<file path="src/pst_pkg.sv">
// Package for the sequencing, status and telemetry register subset
package pst_pkg;
    // Command codes
    localparam logic [7:0] CMD_SS_TIMEOUT_LIMIT = 8'h62;
    localparam logic [7:0] CMD_SS_TIMEOUT_ACTION = 8'h63;
    localparam logic [7:0] CMD_TURN_OFF_DELAY = 8'h64;
    localparam logic [7:0] CMD_SOFT_STOP_FALL = 8'h65;
    localparam logic [7:0] CMD_CRIT_SUMMARY = 8'h78;
    localparam logic [7:0] CMD_FAULT_SUMMARY = 8'h79;
    localparam logic [7:0] CMD_VOUT_FLAGS = 8'h7a;
    localparam logic [7:0] CMD_IOUT_FLAGS = 8'h7b;
    localparam logic [7:0] CMD_INPUT_FLAGS = 8'h7c;
    localparam logic [7:0] CMD_TEMP_FLAGS = 8'h7d;
    localparam logic [7:0] CMD_COMM_FLAGS = 8'h7e;
    localparam logic [7:0] CMD_VENDOR_FLAGS = 8'h80;
    localparam logic [7:0] CMD_MEAS_VOUT = 8'h8b;
    localparam logic [7:0] CMD_MEAS_IOUT = 8'h8c;
    localparam logic [7:0] CMD_MEAS_TEMP = 8'h8e;
    localparam logic [7:0] CMD_PROTO_REV = 8'h98;
    localparam logic [7:0] CMD_VOUT_FLOOR = 8'ha4;
    // Reset values
    localparam logic [15:0] RST_SS_TIMEOUT_LIMIT = 16'h0064;
    localparam logic [7:0] RST_SS_TIMEOUT_ACTION = 8'hbf;
    localparam logic [15:0] RST_TURN_OFF_DELAY = 16'h0000;
    localparam logic [15:0] RST_SOFT_STOP_FALL = 16'h0000;
    localparam logic [15:0] RST_VOUT_FLOOR = 16'h0100;
    localparam logic [15:0] FIXED_TEMP_25C = 16'h0019;
    localparam logic [7:0] PROTO_REV_VALUE = 8'h12;
    // Linear voltage format exponent, two's complement five bits
    localparam logic [4:0] VOUT_EXPONENT = 5'h17;
    // Timing: one millisecond in core_clk cycles at 200 MHz
    localparam int CLK_MHZ = 200;
    localparam int MS_US = 1000;
    localparam int MS_CYCLES = CLK_MHZ * MS_US;
    localparam logic [17:0] MS_LAST = 18'(MS_CYCLES - 1);

    // Host register access request
    typedef struct packed {
        logic wrEn;
        logic rdEn;
        logic [7:0] cmd;
        logic [15:0] wrData;
    } pst_req_t;

    // Live status inputs from the converter
    typedef struct packed {
        logic [7:0] critical;
        logic [15:0] summary;
        logic [7:0] vout;
        logic [7:0] iout;
        logic [7:0] input_;
        logic [7:0] temp;
        logic [7:0] comm;
        logic [7:0] vendor;
    } pst_status_t;

    // Stored copy of the non-volatile registers
    typedef struct packed {
        logic [7:0] ssAction;
        logic [15:0] offDelay;
        logic [15:0] fallTime;
    } pst_nvm_t;

    typedef enum logic [1:0] {
        SS_IDLE = 2'b00,
        SS_COUNT = 2'b01,
        SS_FAULT = 2'b10
    } pst_ss_state_t;
endpackage

</file>
<file path="src/pst_regs.sv">
// Register bank for soft-start timeout, turn-off timing, status and telemetry
`timescale 1ns/10ps
`default_nettype none
module pst_regs (
    input wire logic core_clk,
    input wire logic sys_rst,
    input wire pst_pkg::pst_req_t hostReq,
    input wire logic storeAll,
    input wire logic nvmValid,
    input wire pst_pkg::pst_nvm_t nvmLoad,
    input wire pst_pkg::pst_status_t statusIn,
    input wire logic [15:0] vinMeasVout,
    input wire logic [15:0] vinMeasIout,
    input wire logic [15:0] vinMeasTemp,
    input wire logic softstart_detect_disable,
    input wire logic softStartActive,
    input wire logic [15:0] requestedSetpoint,
    output logic [15:0] rdData_q,
    output logic rdValid_q,
    output logic [15:0] clampedSetpoint_q,
    output logic ssTimeoutFault_q,
    output logic [7:0] ssTimeoutAction_q,
    output logic [15:0] turnOffDelay_q,
    output logic [15:0] softStopFall_q,
    output logic nvmWrite_q,
    output pst_pkg::pst_nvm_t nvmStore_q
);
    logic [15:0] ssLimit_q;
    logic [15:0] floor_q;
    logic nvmLoaded_q;
    pst_pkg::pst_ss_state_t ssState_q;
    pst_pkg::pst_ss_state_t ssState_d;
    logic [17:0] subMs_q;
    logic [15:0] msCount_q;
    logic msTick;
    logic limitReached;
    logic nvmLoadNow;
    logic [15:0] rdMux;

    function automatic logic isWrite(input pst_pkg::pst_req_t r, input logic [7:0] c);
        isWrite = r.wrEn && (r.cmd == c);
    endfunction

    // Timeout limit is volatile: every reset brings back the default
    always_ff @(posedge core_clk or posedge sys_rst) begin
        if (sys_rst) begin
            ssLimit_q <= pst_pkg::RST_SS_TIMEOUT_LIMIT;
        end else if (isWrite(hostReq, pst_pkg::CMD_SS_TIMEOUT_LIMIT)) begin
            ssLimit_q <= hostReq.wrData;
        end
    end

    // Floor is volatile too and shares the fixed voltage exponent
    always_ff @(posedge core_clk or posedge sys_rst) begin
        if (sys_rst) begin
            floor_q <= pst_pkg::RST_VOUT_FLOOR;
        end else if (isWrite(hostReq, pst_pkg::CMD_VOUT_FLOOR)) begin
            floor_q <= hostReq.wrData;
        end
    end

    // The stored image is taken once per reset; a write in that same cycle is lost
    assign nvmLoadNow = !nvmLoaded_q && nvmValid;

    always_ff @(posedge core_clk or posedge sys_rst) begin
        if (sys_rst) begin
            nvmLoaded_q <= 1'b0;
        end else if (nvmLoadNow) begin
            nvmLoaded_q <= 1'b1;
        end
    end

    // Load is a clocked capture after release, never an async reset value
    always_ff @(posedge core_clk or posedge sys_rst) begin
        if (sys_rst) begin
            ssTimeoutAction_q <= pst_pkg::RST_SS_TIMEOUT_ACTION;
        end else if (nvmLoadNow) begin
            ssTimeoutAction_q <= nvmLoad.ssAction;
        end else if (isWrite(hostReq, pst_pkg::CMD_SS_TIMEOUT_ACTION)) begin
            // One-byte register: the upper write byte has nowhere to go
            ssTimeoutAction_q <= hostReq.wrData[7:0];
        end
    end

    always_ff @(posedge core_clk or posedge sys_rst) begin
        if (sys_rst) begin
            turnOffDelay_q <= pst_pkg::RST_TURN_OFF_DELAY;
        end else if (nvmLoadNow) begin
            turnOffDelay_q <= nvmLoad.offDelay;
        end else if (isWrite(hostReq, pst_pkg::CMD_TURN_OFF_DELAY)) begin
            turnOffDelay_q <= hostReq.wrData;
        end
    end

    always_ff @(posedge core_clk or posedge sys_rst) begin
        if (sys_rst) begin
            softStopFall_q <= pst_pkg::RST_SOFT_STOP_FALL;
        end else if (nvmLoadNow) begin
            softStopFall_q <= nvmLoad.fallTime;
        end else if (isWrite(hostReq, pst_pkg::CMD_SOFT_STOP_FALL)) begin
            softStopFall_q <= hostReq.wrData;
        end
    end

    // Store-all strobe toward the EEPROM, one cycle after the command
    always_ff @(posedge core_clk or posedge sys_rst) begin
        if (sys_rst) begin
            nvmWrite_q <= 1'b0;
        end else begin
            nvmWrite_q <= storeAll;
        end
    end

    // Snapshot holds until the next store, so a slow EEPROM side may take it late
    always_ff @(posedge core_clk or posedge sys_rst) begin
        if (sys_rst) begin
            nvmStore_q <= '0;
        end else if (storeAll) begin
            nvmStore_q <= {ssTimeoutAction_q, turnOffDelay_q, softStopFall_q};
        end
    end

    // Soft-start timeout: millisecond prescaler and counter restart on soft-start entry
    assign msTick = (subMs_q == pst_pkg::MS_LAST);
    // A limit of zero behaves like one millisecond
    assign limitReached = (msCount_q + 16'h0001 >= ssLimit_q);

    always_comb begin
        ssState_d = ssState_q;
        case (ssState_q)
            pst_pkg::SS_IDLE: begin
                if (softStartActive) begin
                    ssState_d = pst_pkg::SS_COUNT;
                end
            end
            pst_pkg::SS_COUNT: begin
                if (!softStartActive) begin
                    ssState_d = pst_pkg::SS_IDLE;
                end else if (msTick && limitReached) begin
                    ssState_d = pst_pkg::SS_FAULT;
                end
            end
            pst_pkg::SS_FAULT: begin
                if (!softStartActive) begin
                    ssState_d = pst_pkg::SS_IDLE;
                end
            end
            default: ssState_d = pst_pkg::SS_IDLE;
        endcase
    end

    always_ff @(posedge core_clk or posedge sys_rst) begin
        if (sys_rst) begin
            ssState_q <= pst_pkg::SS_IDLE;
        end else begin
            ssState_q <= ssState_d;
        end
    end

    // Prescaler and count restart whenever soft-start is not being timed
    always_ff @(posedge core_clk or posedge sys_rst) begin
        if (sys_rst) begin
            subMs_q <= '0;
        end else if (ssState_q != pst_pkg::SS_COUNT) begin
            subMs_q <= '0;
        end else if (msTick) begin
            subMs_q <= '0;
        end else begin
            subMs_q <= subMs_q + 18'h00001;
        end
    end

    always_ff @(posedge core_clk or posedge sys_rst) begin
        if (sys_rst) begin
            msCount_q <= '0;
        end else if (ssState_q != pst_pkg::SS_COUNT) begin
            msCount_q <= '0;
        end else if (msTick) begin
            msCount_q <= msCount_q + 16'h0001;
        end
    end

    // Flag follows the next state so it rises on the same edge as the fault state
    always_ff @(posedge core_clk or posedge sys_rst) begin
        if (sys_rst) begin
            ssTimeoutFault_q <= 1'b0;
        end else begin
            ssTimeoutFault_q <= (ssState_d == pst_pkg::SS_FAULT);
        end
    end

    // Setpoint floor, both values share the fixed exponent so compare mantissas
    always_ff @(posedge core_clk or posedge sys_rst) begin
        if (sys_rst) begin
            clampedSetpoint_q <= pst_pkg::RST_VOUT_FLOOR;
        end else if (requestedSetpoint < floor_q) begin
            clampedSetpoint_q <= floor_q;
        end else begin
            clampedSetpoint_q <= requestedSetpoint;
        end
    end

    // Read decode; writes to read-only codes simply match no write above
    always_comb begin
        if (hostReq.cmd == pst_pkg::CMD_SS_TIMEOUT_LIMIT) begin
            rdMux = ssLimit_q;
        end else if (hostReq.cmd == pst_pkg::CMD_SS_TIMEOUT_ACTION) begin
            rdMux = {8'h00, ssTimeoutAction_q};
        end else if (hostReq.cmd == pst_pkg::CMD_TURN_OFF_DELAY) begin
            rdMux = turnOffDelay_q;
        end else if (hostReq.cmd == pst_pkg::CMD_SOFT_STOP_FALL) begin
            rdMux = softStopFall_q;
        end else if (hostReq.cmd == pst_pkg::CMD_CRIT_SUMMARY) begin
            rdMux = {8'h00, statusIn.critical};
        end else if (hostReq.cmd == pst_pkg::CMD_FAULT_SUMMARY) begin
            rdMux = statusIn.summary;
        end else if (hostReq.cmd == pst_pkg::CMD_VOUT_FLAGS) begin
            rdMux = {8'h00, statusIn.vout};
        end else if (hostReq.cmd == pst_pkg::CMD_IOUT_FLAGS) begin
            rdMux = {8'h00, statusIn.iout};
        end else if (hostReq.cmd == pst_pkg::CMD_INPUT_FLAGS) begin
            rdMux = {8'h00, statusIn.input_};
        end else if (hostReq.cmd == pst_pkg::CMD_TEMP_FLAGS) begin
            rdMux = {8'h00, statusIn.temp};
        end else if (hostReq.cmd == pst_pkg::CMD_COMM_FLAGS) begin
            rdMux = {8'h00, statusIn.comm};
        end else if (hostReq.cmd == pst_pkg::CMD_VENDOR_FLAGS) begin
            rdMux = {8'h00, statusIn.vendor};
        end else if (hostReq.cmd == pst_pkg::CMD_MEAS_VOUT) begin
            rdMux = vinMeasVout;
        end else if (hostReq.cmd == pst_pkg::CMD_MEAS_IOUT) begin
            rdMux = vinMeasIout;
        end else if (hostReq.cmd == pst_pkg::CMD_MEAS_TEMP) begin
            // Detection enabled means the temperature sensor reading is not trusted
            rdMux = softstart_detect_disable ? vinMeasTemp : pst_pkg::FIXED_TEMP_25C;
        end else if (hostReq.cmd == pst_pkg::CMD_PROTO_REV) begin
            rdMux = {8'h00, pst_pkg::PROTO_REV_VALUE};
        end else if (hostReq.cmd == pst_pkg::CMD_VOUT_FLOOR) begin
            rdMux = floor_q;
        end else begin
            rdMux = 16'h0000;
        end
    end

    always_ff @(posedge core_clk or posedge sys_rst) begin
        if (sys_rst) begin
            rdValid_q <= 1'b0;
        end else begin
            rdValid_q <= hostReq.rdEn;
        end
    end

    // Read data holds until the next read, so a slow host can still pick it up
    always_ff @(posedge core_clk or posedge sys_rst) begin
        if (sys_rst) begin
            rdData_q <= 16'h0000;
        end else if (hostReq.rdEn) begin
            rdData_q <= rdMux;
        end
    end
endmodule
`default_nettype wire

</file>
<file path="config.mk">
export PLATFORM = sky130hd
export DESIGN_NAME = pst_regs
export DESIGN_NICKNAME = d
export VERILOG_FILES = /design/src/pst_pkg.sv /design/src/pst_regs.sv
export SDC_FILE = /design/constraint.sdc
export NUM_CORES = 1
export LEC_CHECK = 0
export BUFFER_PORTS_ARGS = -buffer_cell sky130_fd_sc_hd__buf_4
export CORE_MARGIN = 3
export CORE_UTILIZATION = 40
export CTS_BUF_LIST = sky130_fd_sc_hd__clkbuf_4 sky130_fd_sc_hd__clkbuf_8
export DETAILED_ROUTE_END_ITERATION = 10
export PLACE_DENSITY = 0.62
export SLEW_MARGIN = 20
export SYNTH_ARGS = -nofsm -noshare
export SYNTH_HDL_FRONTEND = slang
export SYNTH_SLANG_ARGS = --single-unit
</file>
<file path="constraint.sdc">
create_clock -name core_clk -period 9.5 [get_ports core_clk]
set_input_delay 1.9 -clock core_clk [delete_from_list [all_inputs] [get_ports core_clk]]
set_output_delay 1.9 -clock core_clk [all_outputs]
set_load 0.05 [all_outputs]
</file>
After elaboration in Yosys (flattened, before gate mapping) --
Cells that the tools add are included.
Storage, ports and cells: latch bits 0, memories kept 0, logic and storage cells 90, input bits 208, flip-flop bits (word level) 184, output and inout bits 115, memory bits (writable) 0, bits in read-only memories 0
Cells by class: $add $sub $neg 2, $lt $le $gt $ge 2, shifts and indexed selects 0, equal/unequal tests 22, multipliers 0, reductions and logical operators 13, muxes and demuxes 34, bitwise logic cells 0, div/mod/pow operators 0
Operators with widths (number):
- $mux W16 | 25
- $eq A8 B7 Y1 const B | 11
- $eq A8 B8 Y1 const B | 6
- $mux W18 | 2
- $add A18 B1 Y18 const B | 1
- $eq A18 B18 Y1 const B | 1
- $add A16 B1 Y16 const B | 1
- $ge A16 B16 Y1 | 1
- $lt A16 B16 Y1 | 1
- $mux W8 | 2
- $mux W2 | 4
- $reduce_bool A2 Y1 | 4
- $logic_and A1 B1 Y1 | 7
- $pmux W2 S3 | 1
- $eq A2 B2 Y1 const B | 2
- $eq A2 B1 Y1 const B | 1
- $logic_not A2 Y1 | 1
- $ne A2 B1 Y1 const B | 1
- $logic_not A1 Y1 | 1

Depth between registers and ports, before layout --
Gate-level depths: netlist of the first run.
depth after elaboration 18, mapped depth 13, depth with buffers taken out 13

Least setup slack after synthesis of the first run --
OpenSTA, ideal clock, no wires.
kind in2reg, from input port requestedSetpoint[1], to register clampedSetpoint_q[10], setup time 0.125 ns, required time 9.375 ns, data arrival time 3.694 ns, stages 7, slack 5.682 ns, path buffers 1, cells stage by stage ha_1 > a21o_1 > a21o_1 > a211o_1 > a41oi_2 > buf_2 > mux2_2
On the way: longest elaborated chain between the ends 2
Ends and longest elaborated chain:
- from (decl) | RTL line pst_regs.sv:17 | input wire logic [15:0] requestedSetpoint,
- $lt A16 B16 Y1 | RTL line pst_regs.sv:196 | end else if (requestedSetpoint < floor_q) begin
- $mux W16 | RTL line pst_regs.sv:196
- to (signal assigned) | RTL line pst_regs.sv:195 | clampedSetpoint_q <= pst_pkg::RST_VOUT_FLOOR;
- to (signal assigned) | RTL line pst_regs.sv:197 | clampedSetpoint_q <= floor_q;
- to (signal assigned) | RTL line pst_regs.sv:199 | clampedSetpoint_q <= requestedSetpoint;
- to (decl) | RTL line pst_regs.sv:20 | output logic [15:0] clampedSetpoint_q,
No other way between the ends. A chain may end at the register's enable or synchronous reset.

Worst setup path in the final report of the first run --
from input port hostReq[16] (netlist bit), to register softStopFall_q[1]
On the way: longest elaborated chain between the ends 3
Ends and longest elaborated chain:
- from (decl) | RTL line pst_regs.sv:7 | input wire pst_pkg::pst_req_t hostReq,
- $eq A8 B7 Y1 | RTL line pst_regs.sv:41 | isWrite = r.wrEn && (r.cmd == c);
- $logic_and A1 B1 Y1 | RTL line pst_regs.sv:41
- $reduce_bool A2 Y1 (no line)
- to (signal assigned) | RTL line pst_regs.sv:97 | softStopFall_q <= pst_pkg::RST_SOFT_STOP_FALL;
- to (signal assigned) | RTL line pst_regs.sv:99 | softStopFall_q <= nvmLoad.fallTime;
- to (signal assigned) | RTL line pst_regs.sv:101 | softStopFall_q <= hostReq.wrData;
- to (decl) | RTL line pst_regs.sv:24 | output logic [15:0] softStopFall_q,
No other way between the ends.

==> flow_summary_export.csv, run 1 <==
group,metric,value,unit
status,status,"complete, no violations",
setup_path,cp.required,9820,ps
sta,fin_crit,4180,ps
routing,drtAntennaViolNets,0,
logic_synthesis,synth_ff_type,"dfrtp_1",
final_layout,num-nets-final,1644,
pwr,power_density,151,nW/µm²
setup_path,critical_path.max_fanout,37,
routing,first_iter_violations,1003,
clock_network,cts.sinks,184,
logic_synthesis,synth.avg_cell_area,9.58,µm²
placed_design,port_buffers,322,
routing,drc,0,
setup_path,criticalPathCategory,"in2reg",
sta,hold_viol,0,
sta,slew_headroom,32.6,%
logic_synthesis,syn-cell-area,10800,µm²
routing,finalWirelength,42800,µm
routing,route.vias.total,10300,
sta,post-route-period-util,44.0,%
logic_synthesis,yosysSeqAreaShare,42.9,%
final_layout,syn2layout_area_growth,28.5,%
logic_synthesis,async_flop_share,100,%
floorplan,die_area,28900,µm²
clock_network,clk_pin_slew,110,ps
sta,skew,20.7,ps
logic_synthesis,ys_ff_latch,184,
clock_network,post_cts_resized,0,
setup_path,critPathLaunchType,"primary input",
final_layout,mostFrequentLayoutCells,"330 x buf_4, 172 x dfrtp_1, 98 x nand2_1, 96 x o21ai_0, 79 x mux2_2",
clock_network,cts_hold_buf,0,
logic_synthesis,yosys_warnings,0,
sta,hold_slack,500,ps
logic_synthesis,postSynthCellCount,1124,
final_layout,layout-drive-gt1-share,34.3,%
final_layout,post-route-util,52.6,%
clock_network,clockRootBuffer,"clkbuf_8",
sta,fmax,239,MHz
clock_network,max-clock-path-buffers,2,
sta,worst_slew_pin_slew,1010,ps
global_routing,track_usage,28.8,%
routing,drt_pass1_iterations,7,
global_routing,grt_pass1_vias,9982,
floorplan,coreArea,26300,µm²
min_path,hp-class,"reg2reg",
routing,wl_per_cell,24.4,µm
clock_network,clock_latency,470,ps
pwr,p_total,2.09,mW
pwr,ir_worst_vdd,0.0000933,V
run,cap_violations,0,
clock_network,post_cts_buffers,0,
global_routing,gr-total-overflow,0,
placed_design,place.gp.congestion,0.965,
global_routing,grt_pass1_wl,62900,µm
sta,maxSlewViolCount,0,
floorplan,die-width,170,µm
clock_network,htree_num_levels,4,
floorplan,io_pins,323,
global_routing,grt_antenna_before_repair,3,
floorplan,rows,59,
sta,rsz0062_at_grt,"no",
sta,timing.setup.tns,0,ps
routing,via_per_inst,5.86,
sta,finalSetupViolations,0,
floorplan,die_height,170,µm
clock_network,cts_tree,"built",
final_layout,final_common_cell,"buf_4",
clock_network,cts_buffers,17,
setup_path,crit_path_end_kind,"register",
logic_synthesis,synth.distinct_cells,76,
logic_synthesis,synth-edff-count,0,
pwr,leakage,6.38,nW
setup_path,crit_arrival,4500,ps
placed_design,hpwlAfterDp,33300,µm
floorplan,start_util,41.0,%
logic_synthesis,syn-num-nets,1365,
global_routing,grt_max_degree,116,
stage by stage:
step / worst slack [ps] / cells / instance area [µm²]
2_1_floorplan: 2620 / 1124 / 10800
3_3_place_gp: 5020 / 1719 / 13400
3_5_place_dp: 4840 / 1719 / 13400
4_1_cts: 5370 / 1751 / 13800
5_1_grt: 5090 / 1753 / 13800
6_report: 5320 / 1754 / 13800
worst max-delay path: stages:
cell and delay (ps):
buf_4 360, inv_1 470, nor4_2 600, nand2_1 700
mux2i_1 330, o21ai_0 110
sequential cells by signal, summed over array words and instances (netlist names):
register / cells
nvmStore_q: 40
rdValid_q: 1
msCount_q: 16
softStopFall_q: 16
rdData_q: 16
ssTimeoutFault_q: 1
nvmLoaded_q: 1
turnOffDelay_q: 16
nvmWrite_q: 1
ssLimit_q: 16
subMs_q: 18
ssTimeoutAction_q: 8
clampedSetpoint_q: 16
floor_q: 16
ssState_q: 2
area by class of cell:
| cell class | instances | area [µm²] |
|---|---|---|
| Antenna cell | 3 | 7.51 |
| Clock buffer | 18 | 241 |
| Clock inverter | 14 | 179 |
| Fill cell | 2486 | 12400 |
| Inverter | 39 | 154 |
| Multi-Input combinational cell | 831 | 5740 |
| Sequential cell | 184 | 4620 |
| Tap cell | 335 | 419 |
| Timing Repair Buffer | 330 | 2480 |
cells by family (layout without fill, tap and decap cells):
group	count (synthesis)	in the layout	synth area share, %
DFF	184	184	42.9
buffers and inverters	109	401	4.00
other	0	3	0
AOI/OAI and AO/OA	307	307	17.9
and+or+nand+nor	329	329	15.2
xor gates and xnor gates	39	39	3.17
adders and majority gates	33	33	3.83
muxes	123	123	12.9
routing by layer:
metal / up-vias / wire length (µm) / part of all wire (%) / global-route usage, %
li1: 4641 / - / - / -
met1: 5065 / 17700 / 41 / 37.6
met2: 482 / 20400 / 48 / 48.4
met3: 80 / 3080 / 7.2 / 5.02
met4: 2 / 1590 / 3.7 / 10.5
met5: - / 10 / 0.023 / 0
where the power goes:
group	switching [mW]	total, mW	internal (mW)
Clock	0.336	0.565	0.229
Sequential	0.0690	0.923	0.855
Combinational	0.387	0.599	0.211
Total	0.793	2.09	1.29
final timing paths:
check,end,cells past startpoint,slack (ps),from
setup / recovery,softStopFall_q[1]$_DFFE_PP0P_,6,5320,hostReq[16]
hold / removal,subMs_q[0]$_DFF_PP0_,1,500,subMs_q[0]$_DFF_PP0_
setup reg to reg,ssState_q[1]$_DFF_PP0_,13,6260,msCount_q[0]$_DFFE_PP0P_
hold reg to reg,subMs_q[0]$_DFF_PP0_,1,500,subMs_q[0]$_DFF_PP0_
max in group asynchronous,rdData_q[14]$_DFFE_PP0P_,3,6400,sys_rst
min in group asynchronous,nvmStore_q[13]$_DFFE_PP0P_,2,1560,sys_rst
Yosys cell counts, types with 10 or more instances:
cell type  number  share of area [%]
dfrtp_1       172                 40
nand2_1        98                3.4
o21ai_0        96                4.5
mux2_2         79                8.3
a21oi_1        76                3.5
nor2_1         74                2.6
clkbuf_1       54                1.9
inv_1          38                1.3
ha_1           33                3.8
mux2i_1        33                3.1
nand3_1        31                1.4
nor2b_1        24                1.4
xor2_1         21                1.7
nor3_1         20               0.93
xnor2_1        18                1.5
and3_1         15               0.87
a21o_1         14               0.98
a22oi_1        14               0.98
a31oi_1        14               0.81
dfstp_2        12                2.9
nand2b_1       12               0.70
nand4_1        11               0.64
o22ai_1        11               0.64
mux2_4         10                1.4
o211ai_1       10               0.70
Note: power is estimated with default switching activity, not from simulation.
==> run 2: changes to the inputs <==
Settings changed: PLACE_DENSITY 0.62 to 0.64.
Clock period 9.5 ns to 3.6 ns, I/O delays scaled along.
==> flow_summary_export.csv, run 2 (synthesized netlist as in run 1, its figures left out) <==
group,metric,value,unit
status,status,"complete, no violations",
sta,finalWorstSetupSlack,579,ps
final_layout,final_common_cell,"buf_4",
final_layout,largest_reg_flops,40,
pwr,ir_worst_vdd,0.000252,V
routing,drt_pass1_iterations,5,
routing,wl_per_cell,24.0,µm
sta,skew,24.9,ps
placed_design,hpwlAfterDp,33500,µm
pwr,power_density,394,nW/µm²
routing,via_per_inst,5.79,
clock_network,max-clock-path-buffers,2,
final_layout,post-route-util,53.5,%
floorplan,io_pins,323,
routing,drtAntennaViolNets,0,
final_layout,num-fill-cells,2429,
routing,route.vias.total,10300,
clock_network,clock_latency,480,ps
min_path,hp-class,"in2async",
setup_path,rrSetupSlack,580,ps
clock_network,htree_num_levels,4,
routing,drc,0,
placed_design,pre_cts_ws,617,ps
routing,first_iter_violations,988,
floorplan,die_area,28900,µm²
clock_network,cts.sinks,184,
setup_path,critPathLaunch,"msCount_q[0]$_DFFE_PP0P_",
routing,finalWirelength,42600,µm
sta,fin_crit,3020,ps
setup_path,endpoint,"ssState_q[1]$_DFF_PP0_",
clock_network,clockRootBuffer,"clkbuf_8",
clock_network,cts_tree,"built",
sta,post-route-period-util,83.9,%
setup_path,criticalPathCategory,"reg2reg",
placed_design,place.gp.congestion,1.02,
global_routing,grt_pass1_wl,62900,µm
global_routing,track_usage,28.7,%
setup_path,crit_arrival,3410,ps
sta,worst_slew_pin_slew,882,ps
sta,fmax,331,MHz
sta,finalSetupViolations,0,
floorplan,die-width,170,µm
setup_path,critical_path.max_fanout,5,
clock_network,cts_hold_buf,0,
final_layout,top_regs,"nvmStore_q x40, subMs_q x18",
final_layout,regMostFlops,"nvmStore_q",
sta,rsz0062_at_grt,"no",
final_layout,layout-drive-gt1-share,35.1,%
floorplan,coreArea,26300,µm²
setup_path,r2r-end,"ssState_q[1]$_DFF_PP0_",
setup_path,reg2reg_from,"msCount_q[0]$_DFFE_PP0P_",
global_routing,grt_antenna_before_repair,4,
pwr,leakage,6.51,nW
final_layout,num-nets-final,1666,
setup_path,cp.required,3990,ps
sta,timing.setup.tns,0,ps
run,cap_violations,0,
setup_path,crit_path_end_kind,"register",
clock_network,post_cts_resized,0,
floorplan,rows,59,
floorplan,die_height,170,µm
sta,slew_headroom,41.1,%
placed_design,port_buffers,322,
clock_network,cts_buffers,17,
final_layout,multi_input_area,5730,µm²
final_layout,mostFrequentLayoutCells,"348 x buf_4, 172 x dfrtp_1, 98 x nand2_1, 96 x o21ai_0, 79 x mux2_2",
setup_path,rr_worst_depth,13,
pwr,p_total,5.53,mW
sta,maxSlewViolCount,0,
clock_network,clk_pin_slew,120,ps
final_layout,syn2layout_area_growth,30.6,%
global_routing,grt_pass1_vias,10000,
final_layout,ff_latch_area,4620,µm²
setup_path,critPathLaunchType,"register",
sta,hold_viol,0,
clock_network,post_cts_buffers,0,
global_routing,grt_max_degree,57,
global_routing,gr-total-overflow,0,
floorplan,start_util,41.0,%
-- run 2: final cells by class --
type | count | share of cell area [%]
Antenna cell | 4 | 0.0712
Clock buffer | 17 | 1.66
Clock inverter | 15 | 1.46
Inverter | 39 | 1.07
Multi-Input combinational cell | 831 | 40.7
Sequential cell | 184 | 32.9
Tap cell | 335 | 2.98
Timing Repair Buffer | 352 | 19.2
-- run 2: metrics by stage --
step | hold slack [ps] | cells | area, µm²
final | 402 | 1777 | 14100
after global routing | 415 | 1777 | 14100
after CTS | 400 | 1773 | 14000
after detailed placement | 479 | 1741 | 13600
after global placement | 467 | 1741 | 13600
after floorplan | 438 | 1124 | 10800
-- run 2: where the power goes --
part           total (mW)  internal (mW)  switching (mW)
clock network        1.50          0.606           0.897
logic                1.59          0.572            1.02
registers            2.44           2.26           0.187
-- run 2: worst max-delay path, stage by stage (launching register included) --
cell      delay (ps)
dfrtp_1          420
ha_1             240
nand3_1          150
nor2_1           340
nand3_1          230
nor2_1           170
xor2_1            90
ha_1             290
o211ai_1          80
nor2_1           150
o311ai_0         140
o21ai_0          290
o211ai_1         140
a21boi_0         190
-- run 2: how the worst min path moves through the flow --
stage | from | end | slack (ps)
floorplan | nvmLoaded_q$_DFFE_PP0P_ | nvmLoaded_q$_DFFE_PP0P_ | 440
global placement | subMs_q[0]$_DFF_PP0_ | subMs_q[0]$_DFF_PP0_ | 470
detailed placement | subMs_q[0]$_DFF_PP0_ | subMs_q[0]$_DFF_PP0_ | 480
CTS | sys_rst | nvmStore_q[17]$_DFFE_PP0P_ | 400
global route | nvmValid | nvmLoaded_q$_DFFE_PP0P_ | 420
finish | sys_rst | nvmStore_q[17]$_DFFE_PP0P_ | 400
-- run 2: metal layers --
layer,GRT usage (%),wire length [µm],vias to the layer above
met5,0,0,-
met4,9.42,1320,0
met3,6.25,3380,66
met2,48.6,20700,497
met1,36.7,17200,5039
li1,-,-,4680
